[src/hw/hwcfg_pkg.sv]
package hwcfg_pkg;
  // ------------------------------------------------------------
  // configuration space
  // ------------------------------------------------------------
  localparam logic [7:0] CFG_ADDR_BYTE_ONE = 8'h7E;
  localparam logic [7:0] CFG_BLANK = 8'hFF;
  localparam logic [7:0] CFG_RESET = 8'hFF;
  localparam logic [7:0] ADDR_SEL_RESET = 8'h00;
  // ------------------------------------------------------------
  // field positions
  // ------------------------------------------------------------
  localparam int DIG_LVL_HI = 7;
  localparam int DIG_LVL_LO = 6;
  localparam int ANA_LVL_HI = 5;
  localparam int ANA_LVL_LO = 4;
  localparam int ANA_RST_DIS_BIT = 3;
  localparam int DIG_RST_DIS_BIT = 2;
  localparam int PORT0_GPIO_BIT = 1;
  localparam int PORT23_GPIO_BIT = 0;
  // ------------------------------------------------------------
  // brownout level codes
  // ------------------------------------------------------------
  typedef enum logic [1:0] {
    LVL_4V5 = 2'h0,
    LVL_4V2 = 2'h1,
    LVL_2V7 = 2'h2,
    LVL_2V5 = 2'h3
  } brownout_level_e;
  // ------------------------------------------------------------
  // operating modes
  // ------------------------------------------------------------
  typedef enum logic [2:0] {
    MODE_USER = 3'h1,
    MODE_SERIAL_PROG = 3'h2,
    MODE_PARALLEL_PROG = 3'h4
  } op_mode_e;
endpackage

[src/hw/brownout_gate.sv]
`timescale 1ns/100ps
`default_nettype none
// ------------------------------------------------------------
// one supply's brownout reset gate
// ------------------------------------------------------------
module brownout_gate (
  input wire logic clock,
  input wire logic rst,
  input wire logic brownout_pin,
  input wire logic reset_disable,
  output logic brownout_reset
);
  typedef struct packed {
    logic meta;
    logic sync;
    logic rst_out;
  } gate_s;
  gate_s st_ff;
  gate_s nxt_st;

  always_comb begin
    nxt_st = st_ff;
    nxt_st.meta = brownout_pin;
    nxt_st.sync = st_ff.meta;
    // disable bit set suppresses the reset
    nxt_st.rst_out = st_ff.sync & ~reset_disable;
  end

  always_ff @(posedge clock) begin
    if (rst) begin
      st_ff <= '0;
    end else begin
      st_ff <= nxt_st;
    end
  end

  assign brownout_reset = st_ff.rst_out;
endmodule // brownout_gate
`default_nettype wire

[src/hw/hw_config_brownout_portsel.sv]
`timescale 1ns/100ps
`default_nettype none
module hw_config_brownout_portsel (
  input wire logic clock,
  input wire logic rst,
  input wire logic [2:0] op_mode,
  input wire logic [7:0] nv_byte,
  input wire logic prog_wr,
  input wire logic [7:0] prog_addr,
  input wire logic [7:0] prog_wdata,
  output logic [7:0] prog_rdata,
  input wire logic addr_sel_wr,
  input wire logic [7:0] addr_sel_wdata,
  output logic [7:0] config_data_window,
  output logic [7:0] config_address_select,
  output logic nv_wr,
  output logic [7:0] nv_wdata,
  input wire logic dvdd_brownout,
  input wire logic avdd_brownout,
  output logic [1:0] digital_brownout_level,
  output logic [1:0] analog_brownout_level,
  output logic digital_brownout_reset,
  output logic analog_brownout_reset,
  output logic port0_ext_bus,
  output logic port2_ext_bus,
  output logic p3_strobes_en
);
  // ------------------------------------------------------------
  // state
  // ------------------------------------------------------------
  typedef struct packed {
    logic loaded;
    logic [7:0] cfg;
    logic [7:0] addr_sel;
    logic [7:0] rdata;
    logic wr;
    logic [7:0] wdata;
  } cfg_s;
  cfg_s st_ff;
  cfg_s nxt_st;
  logic prog_mode;
  logic hit;

  assign prog_mode = (op_mode == hwcfg_pkg::MODE_SERIAL_PROG) ||
                     (op_mode == hwcfg_pkg::MODE_PARALLEL_PROG);
  assign hit = (prog_addr == hwcfg_pkg::CFG_ADDR_BYTE_ONE);

  // ------------------------------------------------------------
  // load, program and read-back
  // ------------------------------------------------------------
  always_comb begin
    nxt_st = st_ff;
    nxt_st.wr = 1'b0;
    // strap the stored byte once after reset; settings then hold
    if (!st_ff.loaded) begin
      nxt_st.cfg = nv_byte;
      nxt_st.loaded = 1'b1;
    end
    // new value goes to flash only; takes effect at next reset
    if (prog_wr && hit && prog_mode) begin
      nxt_st.wr = 1'b1;
      nxt_st.wdata = prog_wdata;
    end
    if (addr_sel_wr) begin
      nxt_st.addr_sel = addr_sel_wdata;
    end
    // data window shows the byte only when it is addressed
    if (st_ff.addr_sel == hwcfg_pkg::CFG_ADDR_BYTE_ONE) begin
      nxt_st.rdata = st_ff.cfg;
    end else begin
      nxt_st.rdata = 8'h00;
    end
  end

  always_ff @(posedge clock) begin
    if (rst) begin
      st_ff.loaded <= 1'b0;
      st_ff.cfg <= hwcfg_pkg::CFG_RESET;
      st_ff.addr_sel <= hwcfg_pkg::ADDR_SEL_RESET;
      st_ff.rdata <= 8'h00;
      st_ff.wr <= 1'b0;
      st_ff.wdata <= 8'h00;
    end else begin
      st_ff <= nxt_st;
    end
  end

  assign config_data_window = st_ff.rdata;
  assign prog_rdata = st_ff.rdata;
  assign config_address_select = st_ff.addr_sel;
  assign nv_wr = st_ff.wr;
  assign nv_wdata = st_ff.wdata;

  // ------------------------------------------------------------
  // decoded settings
  // ------------------------------------------------------------
  assign digital_brownout_level =
    st_ff.cfg[hwcfg_pkg::DIG_LVL_HI:hwcfg_pkg::DIG_LVL_LO];
  assign analog_brownout_level =
    st_ff.cfg[hwcfg_pkg::ANA_LVL_HI:hwcfg_pkg::ANA_LVL_LO];
  assign port0_ext_bus = ~st_ff.cfg[hwcfg_pkg::PORT0_GPIO_BIT];
  assign port2_ext_bus = ~st_ff.cfg[hwcfg_pkg::PORT23_GPIO_BIT];
  assign p3_strobes_en = port0_ext_bus | port2_ext_bus;

  brownout_gate u_dig_gate (
    .clock(clock),
    .rst(rst),
    .brownout_pin(dvdd_brownout),
    .reset_disable(st_ff.cfg[hwcfg_pkg::DIG_RST_DIS_BIT]),
    .brownout_reset(digital_brownout_reset)
  );

  brownout_gate u_ana_gate (
    .clock(clock),
    .rst(rst),
    .brownout_pin(avdd_brownout),
    .reset_disable(st_ff.cfg[hwcfg_pkg::ANA_RST_DIS_BIT]),
    .brownout_reset(analog_brownout_reset)
  );
endmodule // hw_config_brownout_portsel
`default_nettype wire

[config.mk]
export PLATFORM = sky130hd
export DESIGN_NAME = hw_config_brownout_portsel
export DESIGN_NICKNAME = d
export VERILOG_FILES = /design/src/hw/hwcfg_pkg.sv /design/src/hw/brownout_gate.sv /design/src/hw/hw_config_brownout_portsel.sv
export SDC_FILE = /design/constraint.sdc
export NUM_CORES = 1
export LEC_CHECK = 0
export ABC_AREA = 1
export BUFFER_PORTS_ARGS = -buffer_cell sky130_fd_sc_hd__buf_2
export CAP_MARGIN = 20
export CORE_UTILIZATION = 38
export CTS_BUF_LIST = sky130_fd_sc_hd__clkbuf_4 sky130_fd_sc_hd__clkbuf_8
export DETAILED_ROUTE_END_ITERATION = 8
export HOLD_SLACK_MARGIN = 0.05
export PLACE_DENSITY = 0.76
export SYNTH_ARGS = -nofsm -noshare
export SYNTH_HDL_FRONTEND = slang
export SYNTH_SLANG_ARGS = --single-unit
[constraint.sdc]
create_clock -name clock -period 0.82 [get_ports clock]
set_input_delay 0.164 -clock clock [delete_from_list [all_inputs] [get_ports clock]]
set_output_delay 0.164 -clock clock [all_outputs]
set_load 0.005 [all_outputs]
==> impl_metrics.csv <==
group,metric,value,unit
status,status,"finished with violations",
status,violations,"negative setup slack",
final_layout,fill_cells,422,
sta,fin_skew,10.2,ps
place,io_buffers,82,
sta,tightest_slew,229,ps
sta,setup_viol_count_final,51,
logic_synthesis,synth-simple-area-share,24.6,%
sta,max_slew_margin,84.7,%
final_layout,layout.area.seq,843,sq um
grt,grt_pass1_vias,1323,
clocking,cts_buffers,5,
logic_synthesis,syn_avg_cell_area,7.86,sq um
power,switching_share,22.8,%
power,pwr-share-clk,34.8,%
critical_path,cp_slowest_stage_delay,340,ps
critical_path,crit_path_start_kind,"flip-flop",
floorplanning,ioPinCount,83,
grt,grt_max_degree,20,
logic_synthesis,syn_area,1760,sq um
power,seqPwrFrac,52.1,%
logic_synthesis,synth_area_leader_cell,"dfxtp_1",
drt,wire_per_inst,10.0,um
sta,finalCritPeriodShare,124,%
final_layout,area_growth,34.5,%
clocking,clock-sinks,40,
critical_path,end_kind,"output port",
sta,fmax,0.985,GHz
final_layout,drive_gt1_share,53.8,%
clocking,clk_pin_slew,80,ps
logic_synthesis,postSynthCellCount,224,
logic_synthesis,ys_top_cells_by_area,"dfxtp_1 45%, buf_4 16%, nor2_1 9.8%, inv_1 6.6%, nand2_1 6.2%",
logic_synthesis,synthMuxAreaShare,0,%
clocking,cts_root_buf,"clkbuf_8",
final_layout,antenna_cells,0,
logic_synthesis,synth_most_common_cell,"nor2_1",
final_layout,nNetsFinal,330,
floorplanning,die_h,70.1,um
hold_path,hold_class,"in2reg",
critical_path,worstSetupPathType,"reg2out",
critical_path,crit_chain,"buf_6, buf_6",
clocking,clock_latency,290,ps
clocking,cts_tree,"yes",
drt,drt_iter0_drc,21,
grt,grt_pass1_wl,5440,um
floorplanning,num_rows,24,
logic_synthesis,synth-async-reset-ratio,0,%
sta,timing.final.hold_violations,0,
logic_synthesis,synthAdderAreaFrac,0,%
logic_synthesis,ys_types,19,
critical_path,critical_path.top_delay_family,"flip-flops",
sta,setup-tns-final,-4450,ps
logic_synthesis,synth-seq-cells,40,
critical_path,cpMostUsedCell,"buf_6",
sta,drv_slew,0,
floorplanning,fp.coreArea,4410,sq um
drt,via_count,1479,
power,powerDensity,1670,nW/um^2
power,finalPower,0.00396,W
logic_synthesis,synth_top_family_by_area,"simple AND/OR/NAND/NOR gates",
logic_synthesis,synth.top_cell.area_share,45.5,%
grt,overflow,0,
logic_synthesis,seq_area_frac_synth,45.5,%
critical_path,cp_max_fo,2,
sta,period_minus_slack,1020,ps
place,hpwlAfterDp,2500,um
clocking,cts_hold_buf,0,
logic_synthesis,synth_warnings,0,
power,p_leak,1.29,nW
clocking,cts_max_level,2,
power,vdd_drop_max,0.795,mV
sta,setup_ws,-196,ps
power,power.internal,0.00305,W
floorplanning,die-area,4910,sq um
sta,rsz0062_at_grt,"yes",
logic_synthesis,synth-compound-area-share,6.25,%
drt,ant_nets,0,
logic_synthesis,synthXorXnorAreaFrac,0,%
final_layout,multi_input_area,568,sq um
critical_path,cp_data_arrival_time,850,ps
floorplanning,die_x,70.1,um
clocking,clockBufferDepth,2,
logic_synthesis,synth_commonest_cells,"46 x nor2_1, 40 x dfxtp_1, 38 x buf_4",
place,place.gp.congestion,0.736,
drt,post-route-drc-count,0,
critical_path,critical_path_buf_inv_count,2,
logic_synthesis,synth_fp_nets,265,
drt,first_pass_iters,4,
floorplanning,initial_utilization,39.9,%
grt,antenna_found_initial,0,
run,maxCapViolCount,0,
logic_synthesis,ys.flop_type,"dfxtp_1",
drt,routed_wl,3430,um
critical_path,critPathRequiredTime,660,ps
power,power_frac_comb,13.1,%
power,p_switching,0.000902,W
logic_synthesis,synth_edf_count,0,
critical_path,crit_path_top_delay_cell,"dfxtp_2",
grt,grt_usage,14.2,%
drt,drt-vias-per-instance,4.32,
==> per-layer routing <==
layer / wire [um] / share of wire [%] / vias up / global-route usage, %
met5: 0 / 0 / - / 0
met4: 59 / 1.7 / 0 / 9.11
li1: - / - / 771 / -
met2: 1770 / 52 / 59 / 24.9
met3: 195 / 5.7 / 5 / 3.90
met1: 1410 / 41 / 644 / 14.7
==> logic make-up after synthesis <==
| logic type | after synthesis |
|---|---|
| and+or+nand+nor | 93 |
| DFF | 40 |
| buffers and inverters | 73 |
| AOI/OAI and AO/OA | 18 |
==> layout by cell type (no fill, tap or decap) <==
cell type / synthesis / layout
buf_6: 0 / 20
nor3_4: 0 / 1
inv_1: 31 / 27
nor2_1: 46 / 46
nand2_2: 2 / 3
a21oi_1: 2 / 2
nand2_1: 29 / 28
nor3_1: 1 / 1
clkbuf_4: 0 / 2
buf_12: 0 / 3
nand3_4: 1 / 1
o21ai_2: 0 / 2
o21ai_1: 1 / 2
buf_2: 1 / 69
dfxtp_1: 40 / 8
buf_4: 38 / 5
nor2_8: 1 / 1
dfxtp_2: 0 / 31
nor2_4: 3 / 3
o211ai_1: 8 / 8
clkbuf_8: 0 / 6
o21ai_0: 7 / 4
inv_2: 3 / 7
nand3_1: 8 / 8
nand4_4: 0 / 1
dfxtp_4: 0 / 1
==> flip-flops by register name, indices dropped and copies added, names as in the netlist <==
| signal | count |
|---|---|
| nv_wr | 1 |
| u_ana_gate.st_ff | 1 |
| u_dig_gate.brownout_reset | 1 |
| nv_wdata | 8 |
| u_dig_gate.nxt_st | 1 |
| u_ana_gate.nxt_st | 1 |
| u_dig_gate.st_ff | 1 |
| config_address_select | 8 |
| u_ana_gate.brownout_reset | 1 |
| digital_brownout_level | 2 |
| st_ff | 5 |
| config_data_window | 8 |
| analog_brownout_level | 2 |
==> layout make-up <==
type | count | area share (%)
Sequential cell | 40 | 35.6
Timing Repair Buffer | 97 | 28.2
Inverter | 34 | 5.39
Clock buffer | 8 | 4.12
Tap cell | 52 | 2.75
Multi-Input combinational cell | 111 | 24.0
==> path summary, 6_finish.rpt <==
check | from | depth (start not counted) | end | slack (ps)
worst min register to register | u_dig_gate.nxt_st[1]$_SDFF_PP0_ | 2 | u_dig_gate.st_ff[1]$_SDFF_PP0_ | 400
worst max register to register | config_address_select[6]$_SDFFE_PP0P_ | 4 | config_data_window[7]$_SDFF_PP0_ | -160
worst min-delay path | rst | 2 | u_dig_gate.st_ff[1]$_SDFF_PP0_ | 80
worst max-delay path | config_address_select[7]$_SDFFE_PP0P_ | 2 | config_address_select[7] | -200
==> stage by stage <==
step / utilization, % / std cells / worst slack [ps] / hold slack [ps] / instance area [sq um]
after CTS: 51.6 / 340 / -197 / 67.1 / 2280
after detailed placement: 46.5 / 328 / -184 / 380 / 2050
after global placement: 46.5 / 328 / -164 / 373 / 2050
after floorplan: - / 224 / -22.3 / 235 / 1760
final: 53.7 / 342 / -196 / 84.0 / 2370
after global routing: 53.7 / 342 / -234 / 86.8 / 2370
==> power by group through the flow <==
stage / clock network, W / logic (W) / registers, W
floorplan: 0 / 0.000246 / 0.00208
global placement: 0 / 0.000423 / 0.00208
detailed placement: 0 / 0.000432 / 0.00209
CTS: 0.00142 / 0.000487 / 0.00206
global route: 0.00152 / 0.000576 / 0.00207
finish: 0.00138 / 0.000520 / 0.00206
==> what timing repair did <==
| item | in CTS | in global routing |
|---|---|---|
| gates resized for setup | 41 | 22 |
| setup endpoints to repair | 50 | 57 |
| pin swaps | 0 | 3 |
| cloned | 0 | 0 |
| setup buffers | 4 | 2 |
(Power assumes the default switching activity.)
